[config.mk]
export PLATFORM = sky130hd
export DESIGN_NAME = program_flow_and_data_memory
export DESIGN_NICKNAME = d
export VERILOG_FILES = /design/src/common/prog_flow_pkg.sv /design/src/rtl/data_store.sv /design/src/rtl/program_flow_and_data_memory.sv
export VERILOG_INCLUDE_DIRS = /design/src /design/src/common
export SDC_FILE = /design/constraint.sdc
export NUM_CORES = 2
export LEC_CHECK = 0
export ABC_AREA = 1
export BUFFER_PORTS_ARGS = -buffer_cell sky130_fd_sc_hd__buf_2
export CAP_MARGIN = 20
export CORE_MARGIN = 3
export CORE_UTILIZATION = 40
export DETAILED_ROUTE_END_ITERATION = 6
export PLACE_DENSITY = 0.53
export SLEW_MARGIN = 20
export SYNTH_ARGS = -nofsm -noshare
export SYNTH_HDL_FRONTEND = slang
export SYNTH_SLANG_ARGS = --single-unit
[constraint.sdc]
create_clock -name mclk_in -period 18.6 [get_ports mclk_in]
set_input_delay 1.86 -clock mclk_in [delete_from_list [all_inputs] [get_ports mclk_in]]
set_output_delay 1.86 -clock mclk_in [all_outputs]
set_load 0.01 [all_outputs]
[src/common/prog_flow_params.svh]
`ifndef PROG_FLOW_PARAMS_SVH
`define PROG_FLOW_PARAMS_SVH

// Special register addresses
`define ADDR_WINDOW_0 8'h00
`define ADDR_POINTER_0 8'h01
`define ADDR_WINDOW_1 8'h02
`define ADDR_POINTER_1 8'h03
`define ADDR_BANK_SELECT 8'h04
`define ADDR_WORKING 8'h05
`define ADDR_CODE_LOW 8'h06
`define ADDR_TABLE_INDEX 8'h07
`define ADDR_TABLE_HIGH 8'h08

// General purpose data memory
`define RAM_LOW_ADDR 8'h40
`define RAM_BANK_WORDS 9'h0c0
`define RAM_DEPTH 384
`define RAM_ADDR_BITS 9
`define BANK_FIRST 8'h00
`define BANK_SECOND 8'h02
`define BANK_DISPLAY 8'h01
`define REG_RESET 8'h00

// Program memory and vectors
`define PC_BITS 13
`define VEC_RESET 13'h0000
`define VEC_EXT_FIRST 13'h0004
`define VEC_EXT_SECOND 13'h0008
`define VEC_TIMER_0 13'h000c
`define VEC_TIMER_1 13'h0010
`define VEC_SERIAL 13'h0014
`define VEC_MULTI 13'h0018
`define LAST_PAGE 5'h1f

// Instruction cycle phases
`define PH_MEM 2'h1
`define PH_READ 2'h2
`define PH_LAST 2'h3

// Return stack
`define STACK_LEVELS 5'h10
`define STACK_DEPTH 16
`define STACK_ADDR_BITS 4

`endif

[src/common/prog_flow_pkg.sv]
package prog_flow_pkg;

    typedef enum logic [2:0] {
        op_none,
        op_jump,
        op_call,
        op_return_call,
        op_return_irq,
        op_skip,
        op_table_cur,
        op_table_last
    } op_t;

    typedef enum logic [1:0] {
        cyc_exec,
        cyc_dummy,
        cyc_table
    } cyc_t;

    typedef enum logic [1:0] {
        src_zero,
        src_reg,
        src_ram,
        src_disp
    } src_t;

endpackage : prog_flow_pkg

[src/rtl/data_store.sv]
`timescale 1ns/100ps
`default_nettype none

module data_store #(
    parameter int WIDTH = 8,
    parameter int DEPTH = 384,
    parameter int AW = 9
)
(
    // Clock
    input wire logic mclk_in,
    // Write side
    input wire logic we_in,
    input wire logic [AW-1:0] waddr_in,
    input wire logic [WIDTH-1:0] wdata_in,
    // Read side, registered
    input wire logic [AW-1:0] raddr_in,
    output logic [WIDTH-1:0] rdata_out
);

    logic [WIDTH-1:0] mem_q [DEPTH];

    // Read returns old contents on a same-address write
    always_ff @(posedge mclk_in)
    begin
        if (we_in)
        begin
            mem_q[waddr_in] <= wdata_in;
        end
        rdata_out <= mem_q[raddr_in];
    end

endmodule : data_store

`default_nettype wire

[src/rtl/program_flow_and_data_memory.sv]
`timescale 1ns/100ps
`default_nettype none
`include "prog_flow_params.svh"

// Behaviour
// - Code pointer low write jumps within page
// - Control transfers add one dummy cycle
// - 13-bit counter addresses 8192 program words
// - Reset starts execution at 000H
// - External interrupts vector 004H and 008H
// - Timer overflows vector 00CH and 010H
// - Serial completion vectors to 014H
// - Multi-function interrupt vectors to 018H
// - Current-page table uses counter high bits
// - Last-page table forces high bits ones
// - Table low byte to memory, high latched
// - Table reads add two instruction cycles
// - Sixteen-level stack hidden from software
// - Call and interrupt push, returns pop
// - Reset empties the stack
// - Full stack holds off interrupt acknowledge
// - Call on full stack drops oldest
// - Banked general memory, shared low area
// - Unassigned low locations read zero
// - Addresses 00H and 02H access indirectly
// - Indirect to window reads zero, ignores writes
// - Second pointer also reaches display memory
// - Counter advances by one per fetch
// - Four clocks per cycle, fetch overlaps
module program_flow_and_data_memory
    import prog_flow_pkg::*;
(
    // Clock and reset
    input wire logic mclk_in,
    input wire logic rst_in,
    // Program memory
    output logic [12:0] rom_addr_out,
    input wire logic [15:0] rom_data_in,
    // Instruction issue
    output logic [15:0] instr_out,
    output logic instr_valid_out,
    output logic [1:0] phase_out,
    // Execution commands
    input wire op_t op_in,
    input wire logic [12:0] target_in,
    input wire logic [7:0] table_dest_in,
    // Data memory access
    input wire logic mem_rd_in,
    input wire logic mem_wr_in,
    input wire logic [7:0] mem_addr_in,
    input wire logic [7:0] mem_wdata_in,
    output logic [7:0] mem_rdata_out,
    // Interrupt requests, already flagged and enabled
    input wire logic irq_master_en_in,
    input wire logic [5:0] irq_pend_in,
    output logic [5:0] irq_ack_out,
    output logic stack_full_out,
    // Display memory
    output logic disp_rd_out,
    output logic disp_wr_out,
    output logic [7:0] disp_addr_out,
    output logic [7:0] disp_wdata_out,
    input wire logic [7:0] disp_rdata_in
);

    logic [1:0] ph_q;
    cyc_t cyc_q;
    logic [12:0] pc_q;
    logic [12:0] resume_pc_q;
    logic [7:0] data_pointer_0_q;
    logic [7:0] data_pointer_1_q;
    logic [7:0] ram_bank_select_q;
    logic [7:0] working_register_q;
    logic [7:0] table_index_q;
    logic [7:0] table_high_result_q;
    logic [7:0] table_dest_q;
    logic code_low_wr_q;
    logic [7:0] code_low_val_q;
    logic [3:0] stack_index_q;
    logic [4:0] stack_count_q;
    logic [4:0] stack_count_d;
    src_t rd_src_q;
    logic [7:0] rd_reg_q;

    logic last;
    logic exec;
    logic mem_go;
    logic rd_go;
    logic wr_go;
    logic table_wr;
    logic [7:0] res_addr;
    logic [7:0] res_data;
    logic [7:0] eff;
    logic via_second;
    logic window_target;
    src_t src;
    logic ram_upper;
    logic [8:0] ram_idx;
    logic [7:0] reg_val;
    logic [7:0] ram_rdata;
    logic [12:0] stack_top;
    logic stack_full;
    logic push;
    logic pop;
    logic flush;
    logic table_go;
    logic [12:0] table_addr;
    logic [12:0] nxt_pc;
    logic irq_take;
    logic [5:0] irq_pick;
    logic [12:0] irq_vec;

    assign last = (ph_q == `PH_LAST);
    assign exec = (cyc_q == cyc_exec);
    assign mem_go = exec && (ph_q == `PH_MEM);
    assign rd_go = mem_go && mem_rd_in;
    assign table_wr = last && (cyc_q == cyc_table);
    assign wr_go = (mem_go && mem_wr_in) || table_wr;
    assign stack_full = (stack_count_q == `STACK_LEVELS);

    // Phase counter, one instruction cycle per wrap
    always_ff @(posedge mclk_in)
    begin
        if (rst_in)
        begin
            ph_q <= 2'h0;
        end
        else
        begin
            ph_q <= 2'(ph_q + 2'h1);
        end
    end

    assign phase_out = ph_q;

    // Address resolution, shared by instruction and table writes
    always_comb
    begin
        res_addr = (cyc_q == cyc_table) ? table_dest_q : mem_addr_in;
        res_data = (cyc_q == cyc_table) ? rom_data_in[7:0] : mem_wdata_in;
        eff = res_addr;
        via_second = 1'b0;
        window_target = 1'b0;
        if (res_addr == `ADDR_WINDOW_0)
        begin
            eff = data_pointer_0_q;
            window_target = (data_pointer_0_q == `ADDR_WINDOW_0) ||
                (data_pointer_0_q == `ADDR_WINDOW_1);
        end
        else if (res_addr == `ADDR_WINDOW_1)
        begin
            eff = data_pointer_1_q;
            via_second = 1'b1;
            window_target = (data_pointer_1_q == `ADDR_WINDOW_0) ||
                (data_pointer_1_q == `ADDR_WINDOW_1);
        end
    end

    // Target decode; the stack has no address at all
    always_comb
    begin
        src = src_zero;
        ram_upper = 1'b0;
        if (window_target)
        begin
            src = src_zero;
        end
        else if (eff < `RAM_LOW_ADDR)
        begin
            src = (eff <= `ADDR_TABLE_HIGH) ? src_reg : src_zero;
        end
        else if (via_second && (ram_bank_select_q == `BANK_DISPLAY))
        begin
            src = src_disp;
        end
        else if (ram_bank_select_q == `BANK_FIRST)
        begin
            src = src_ram;
        end
        else if (ram_bank_select_q == `BANK_SECOND)
        begin
            src = src_ram;
            ram_upper = 1'b1;
        end
    end

    assign ram_idx = 9'(eff - `RAM_LOW_ADDR) + (ram_upper ? `RAM_BANK_WORDS : 9'h000);

    always_comb
    begin
        reg_val = `REG_RESET;
        if (eff == `ADDR_POINTER_0)
        begin
            reg_val = data_pointer_0_q;
        end
        else if (eff == `ADDR_POINTER_1)
        begin
            reg_val = data_pointer_1_q;
        end
        else if (eff == `ADDR_BANK_SELECT)
        begin
            reg_val = ram_bank_select_q;
        end
        else if (eff == `ADDR_WORKING)
        begin
            reg_val = working_register_q;
        end
        else if (eff == `ADDR_CODE_LOW)
        begin
            reg_val = pc_q[7:0];
        end
        else if (eff == `ADDR_TABLE_INDEX)
        begin
            reg_val = table_index_q;
        end
        else if (eff == `ADDR_TABLE_HIGH)
        begin
            reg_val = table_high_result_q;
        end
    end

    // Special registers; the high-byte latch ignores writes
    always_ff @(posedge mclk_in)
    begin
        if (rst_in)
        begin
            data_pointer_0_q <= `REG_RESET;
            data_pointer_1_q <= `REG_RESET;
            ram_bank_select_q <= `REG_RESET;
            working_register_q <= `REG_RESET;
            table_index_q <= `REG_RESET;
        end
        else if (wr_go && (src == src_reg))
        begin
            if (eff == `ADDR_POINTER_0)
            begin
                data_pointer_0_q <= res_data;
            end
            else if (eff == `ADDR_POINTER_1)
            begin
                data_pointer_1_q <= res_data;
            end
            else if (eff == `ADDR_BANK_SELECT)
            begin
                ram_bank_select_q <= res_data;
            end
            else if (eff == `ADDR_WORKING)
            begin
                working_register_q <= res_data;
            end
            else if (eff == `ADDR_TABLE_INDEX)
            begin
                table_index_q <= res_data;
            end
        end
    end

    // Code pointer low write waits for the cycle end to redirect
    always_ff @(posedge mclk_in)
    begin
        if (rst_in)
        begin
            code_low_wr_q <= 1'b0;
            code_low_val_q <= `REG_RESET;
        end
        else if (mem_go && mem_wr_in && (src == src_reg) && (eff == `ADDR_CODE_LOW))
        begin
            code_low_wr_q <= 1'b1;
            code_low_val_q <= mem_wdata_in;
        end
        else if (last)
        begin
            code_low_wr_q <= 1'b0;
        end
    end

    // Table high byte, right-aligned
    always_ff @(posedge mclk_in)
    begin
        if (rst_in)
        begin
            table_high_result_q <= `REG_RESET;
        end
        else if (table_wr)
        begin
            table_high_result_q <= rom_data_in[15:8];
        end
    end

    data_store #(
        .WIDTH(8),
        .DEPTH(`RAM_DEPTH),
        .AW(`RAM_ADDR_BITS)
    ) u_ram (
        .mclk_in(mclk_in),
        .we_in(wr_go && (src == src_ram) && !window_target),
        .waddr_in(ram_idx),
        .wdata_in(res_data),
        .raddr_in(ram_idx),
        .rdata_out(ram_rdata)
    );

    // Reads: source caught in phase 1, data out after phase 2
    always_ff @(posedge mclk_in)
    begin
        if (rst_in)
        begin
            rd_src_q <= src_zero;
            rd_reg_q <= `REG_RESET;
            mem_rdata_out <= `REG_RESET;
        end
        else if (rd_go)
        begin
            rd_src_q <= src;
            rd_reg_q <= reg_val;
        end
        else if (ph_q == `PH_READ)
        begin
            case (rd_src_q)
                src_reg: mem_rdata_out <= rd_reg_q;
                src_ram: mem_rdata_out <= ram_rdata;
                src_disp: mem_rdata_out <= disp_rdata_in;
                default: mem_rdata_out <= `REG_RESET;
            endcase
        end
    end

    // Display memory strobes, one clock wide
    always_ff @(posedge mclk_in)
    begin
        if (rst_in)
        begin
            disp_rd_out <= 1'b0;
            disp_wr_out <= 1'b0;
            disp_addr_out <= `REG_RESET;
            disp_wdata_out <= `REG_RESET;
        end
        else
        begin
            disp_rd_out <= rd_go && (src == src_disp);
            disp_wr_out <= wr_go && (src == src_disp);
            if ((rd_go || wr_go) && (src == src_disp))
            begin
                disp_addr_out <= eff;
                disp_wdata_out <= res_data;
            end
        end
    end

    // Lowest request index wins
    always_comb
    begin
        irq_pick = 6'(irq_pend_in & 6'(~irq_pend_in + 6'h01));
        case (irq_pick)
            6'h01: irq_vec = `VEC_EXT_FIRST;
            6'h02: irq_vec = `VEC_EXT_SECOND;
            6'h04: irq_vec = `VEC_TIMER_0;
            6'h08: irq_vec = `VEC_TIMER_1;
            6'h10: irq_vec = `VEC_SERIAL;
            default: irq_vec = `VEC_MULTI;
        endcase
    end

    // Next fetch address at each cycle end
    always_comb
    begin
        nxt_pc = 13'(pc_q + 13'h0001);
        flush = 1'b0;
        push = 1'b0;
        pop = 1'b0;
        table_go = 1'b0;
        table_addr = {pc_q[12:8], table_index_q};
        irq_take = 1'b0;
        if (cyc_q == cyc_table)
        begin
            nxt_pc = resume_pc_q;
            flush = 1'b1;
        end
        else if (exec && code_low_wr_q)
        begin
            nxt_pc = {pc_q[12:8], code_low_val_q};
            flush = 1'b1;
        end
        else if (exec)
        begin
            case (op_in)
                op_jump:
                begin
                    nxt_pc = target_in;
                    flush = 1'b1;
                end
                op_call:
                begin
                    nxt_pc = target_in;
                    push = 1'b1;
                    flush = 1'b1;
                end
                op_return_call, op_return_irq:
                begin
                    nxt_pc = stack_top;
                    pop = 1'b1;
                    flush = 1'b1;
                end
                op_skip:
                begin
                    flush = 1'b1;
                end
                op_table_cur:
                begin
                    table_go = 1'b1;
                end
                op_table_last:
                begin
                    table_go = 1'b1;
                    table_addr = {`LAST_PAGE, table_index_q};
                end
                default:
                begin
                    flush = 1'b0;
                end
            endcase
        end
        // Only between ordinary instructions; a full stack holds it off
        if (irq_master_en_in && (irq_pend_in != 6'h00) && !stack_full &&
            (cyc_q != cyc_table) && !(exec && (code_low_wr_q || (op_in != op_none))))
        begin
            irq_take = 1'b1;
            push = 1'b1;
            nxt_pc = irq_vec;
            flush = 1'b1;
        end
    end

    // Sequencer; the word fetched this cycle issues at its end
    always_ff @(posedge mclk_in)
    begin
        if (rst_in)
        begin
            cyc_q <= cyc_dummy;
            pc_q <= `VEC_RESET;
            rom_addr_out <= `VEC_RESET;
            resume_pc_q <= `VEC_RESET;
            table_dest_q <= `REG_RESET;
            instr_out <= 16'h0000;
            instr_valid_out <= 1'b0;
        end
        else if (last)
        begin
            if (table_go)
            begin
                cyc_q <= cyc_table;
                rom_addr_out <= table_addr;
                resume_pc_q <= pc_q;
                table_dest_q <= table_dest_in;
                instr_valid_out <= 1'b0;
            end
            else if (flush)
            begin
                cyc_q <= cyc_dummy;
                pc_q <= nxt_pc;
                rom_addr_out <= nxt_pc;
                instr_valid_out <= 1'b0;
            end
            else
            begin
                cyc_q <= cyc_exec;
                pc_q <= nxt_pc;
                rom_addr_out <= nxt_pc;
                instr_out <= rom_data_in;
                instr_valid_out <= 1'b1;
            end
        end
    end

    always_ff @(posedge mclk_in)
    begin
        if (rst_in)
        begin
            irq_ack_out <= 6'h00;
        end
        else
        begin
            irq_ack_out <= (last && irq_take) ? irq_pick : 6'h00;
        end
    end

    // Return stack as a ring: a push when full overwrites the oldest
    data_store #(
        .WIDTH(`PC_BITS),
        .DEPTH(`STACK_DEPTH),
        .AW(`STACK_ADDR_BITS)
    ) u_stack (
        .mclk_in(mclk_in),
        .we_in(last && push),
        .waddr_in(stack_index_q),
        .wdata_in(pc_q),
        .raddr_in(4'(stack_index_q - 4'h1)),
        .rdata_out(stack_top)
    );

    always_comb
    begin
        stack_count_d = stack_count_q;
        if (last && push && !stack_full)
        begin
            stack_count_d = 5'(stack_count_q + 5'h01);
        end
        else if (last && pop && (stack_count_q != 5'h00))
        begin
            stack_count_d = 5'(stack_count_q - 5'h01);
        end
    end

    always_ff @(posedge mclk_in)
    begin
        if (rst_in)
        begin
            stack_index_q <= 4'h0;
            stack_count_q <= 5'h00;
            stack_full_out <= 1'b0;
        end
        else
        begin
            if (last && push)
            begin
                stack_index_q <= 4'(stack_index_q + 4'h1);
            end
            else if (last && pop)
            begin
                stack_index_q <= 4'(stack_index_q - 4'h1);
            end
            stack_count_q <= stack_count_d;
            stack_full_out <= (stack_count_d == `STACK_LEVELS);
        end
    end

endmodule : program_flow_and_data_memory

`default_nettype wire

==> metrics <==
status=finished with violations; failing checks=design-rule violations; Setup TNS Final=0 ns; CTS tree=yes; routed wire length=464,000 microns; Mean Syn Cell Area=10.6 sq um; clock latency on the worst-skew pair=0.94 ns; Power Density=106 nW/um^2; Sink Count=3,478; Post-Syn Nets=13,569; I/O Pins=140; top sig layer=met5; routed wl met2=212,000 microns; vias in the first global route=94,173; clock root buffer=clkbuf_16; Vias=99,136; H-tree levels=5; Max Clk Rate=117 MHz; Pleak=0.0608 uW; post-cts resize count=0; hold_buf cts=0; Period minus WS final=8.56 ns; Seq cells post-synth=3,478; Die Ht=605 microns; area grow syn2layout=12.1%; layout cells sized above 1=6.98%; Initial Util=40.3%; Port Buffer Count=139; MaxCap Viol Count=0; worst vdd ir=0.0721 mV; Cell variety after synth=53; Commonest cells post-synth=nand2_1, edfxtp_1, nor2_1; Worst Max-Slew Pin Slew=1.14 ns; Required @ worst endpoint=19.48 ns; DRC errors left=4; crit start category=flip-flop; Final setup viols=0; commonest register cell after synthesis=edfxtp_1; Pre-antenna DRT Iters=7; Synth async-reset ratio=0%; Fin Clk Skew=0.0508 ns; period utilization=46.0%; die outline area=366,000 sq um; fin. max-slew vios=0; DRT met1 WL=198,000 microns; Final ANT Viol Nets=0; dpl hpwl=265,000 microns; largest net degree at the start of global routing=155; CP Capture Type=flip-flop; Final Core Density=45.1%; share of the synthesized area in the top cell type=68.6%; EDFF count, synth=3,280; unrepaired setup endpoints after global routing=no; clk slew on worst S/H paths=0.06 ns; reg-to-reg slack, setup=10.04 ns; pre-CTS WS=9.25 ns; Die X=605 microns; Post-CTS Setup Inserts=0; num rows=219; Hold Path Class=flip-flop to flip-flop; Worst Setup SP=cyc_q[1]$_SDFFE_PP0N_; Crit Path Class=flip-flop to flip-flop; Critical Path Fanout Max=77; # nets final=13,532; Hold Crit Start=table_dest_q[6]$_SDFFE_PP0P_; first-pass GRT wire length=667,000 microns; Final Hold Viols=0; most common cell in the netlist=nand2_1; total gr overflow=0; WL/cell=25.1 microns; Synth area leaders=edfxtp_1, nand2_1, dfxtp_1; setup ws final=10.04 ns; initial antenna violation count=17; GP Congestion=0.889; Placeable Area=356,000 sq um; Vias/cell=5.36; all-layer global routing usage=24.7%; Synth area leader=edfxtp_1; Inserted Clock Buffers=375; DR iter-0 viols=11,794; worst path arrival time=9.44 ns; wire length on met3=38,800 microns; sequential fraction of the synthesis area=71.4%; CTS max path bufs=4; Post-Syn Instances=13,480; yosys warns=0; reg2reg start=cyc_q[1]$_SDFFE_PP0N_; max_slew headroom=24.0%; Synth Cell Area=144,000 sq um
[final cells by class]
type	count	area [sq um]
repair buffers	345	2380
multi-input cells	9088	37500
fillers	33118	196000
clock inverters	199	1870
well taps	4751	5940
diodes	6	15.0
inverters	155	647
flip-flops and latches	3478	102000
clock buffers	475	10100
[path summary, 6_finish.rpt]
check,depth (start not counted),endpoint
setup / recovery,26,u_ram.rdata_out[2]$_DFF_P_
hold / removal,2,table_dest_q[6]$_SDFFE_PP0P_
setup reg to reg,26,u_ram.rdata_out[2]$_DFF_P_
hold reg to reg,2,table_dest_q[6]$_SDFFE_PP0P_
[stage by stage]
stage	cells	total power (uW)	hold WS (ns)	area [sq um]
floorplan	13480	9400	0.425	144000
global placement	17817	9870	0.443	149000
detailed placement	17817	9870	0.448	149000
CTS	18491	17200	0.457	161000
global route	18493	17600	0.470	161000
finish	18497	17100	0.454	161000
[report_power, final]
| group | internal [uW] | switching (uW) | total, uW |
|---|---|---|---|
| clock | 4310 | 3110 | 7420 |
| sequential | 8580 | 24.7 | 8600 |
| combinational | 226 | 889 | 1120 |
[sequential cells by signal, indices dropped and copies added (netlist names), 13 cells and up]
register / cells
rom_addr_out: 13
u_ram.mem_q: 3072
u_stack.rdata_out: 13
instr_out: 16
resume_pc_q: 13
u_stack.mem_q: 208
pc_q: 13
[cell families (layout without fill, tap and decap cells)]
| family | Yosys count | in the layout | synth area share (%) |
|---|---|---|---|
| buffers and inverters | 914 | 1174 | 2.67 |
| DFF | 3478 | 3478 | 71.4 |
| other | 0 | 6 | 0 |
| adders and majority gates | 14 | 14 | 0.122 |
| muxes | 15 | 15 | 0.105 |
| AOI/OAI and AO/OA | 788 | 788 | 3.11 |
| xor gates and xnor gates | 14 | 14 | 0.0854 |
| and+or+nand+nor | 8257 | 8257 | 22.5 |
[critical path: stages, from the launching register on]
cell and delay, ns:
dfxtp_1 0.61, nand2_4 0.36, nand2_1 0.28, nand2_8 0.41
nand2_1 0.21, nor2_1 0.10, nand3_4 0.06, buf_4 0.57
nand3_4 0.47, inv_8 0.47, buf_4 0.73, buf_4 0.62
buf_4 0.67, buf_4 0.73, buf_4 0.61, nand2_1 0.12
nand2_1 0.09, nand2_1 0.05, nand2_1 0.09, nand2_1 0.05
nand2_1 0.19, o21ai_1 0.10, nand3_1 0.19, nand3_1 0.10
nand2_1 0.14, nand2_1 0.10, nand2_1 0.07
[layer usage]
| metal | track usage, % | vias to the layer above |
|---|---|---|
| li1 | - | 45355 |
| met1 | 34.9 | 48832 |
| met2 | 39.1 | 4274 |
| met3 | 4.22 | 669 |
| met4 | 7.08 | 6 |
| met5 | 0 | - |
[placed cells by master (no fill, tap or decap), types with 22 or more instances in the layout]
cell type and n:
a21oi_1 291, a22oi_1 22, buf_2 138, buf_4 196
bufinv_16 34, clkbuf_1 77, clkbuf_16 388, clkinv_1 90
clkinv_2 59, dfxtp_1 197, edfxtp_1 3280, inv_1 116
inv_2 25, nand2_1 6542, nand3_1 351, nand4_1 294
nor2_1 994, o211ai_1 23, o21ai_0 214, o21ai_1 117
o32ai_1 38
Power figures use the tool's default switching activity.
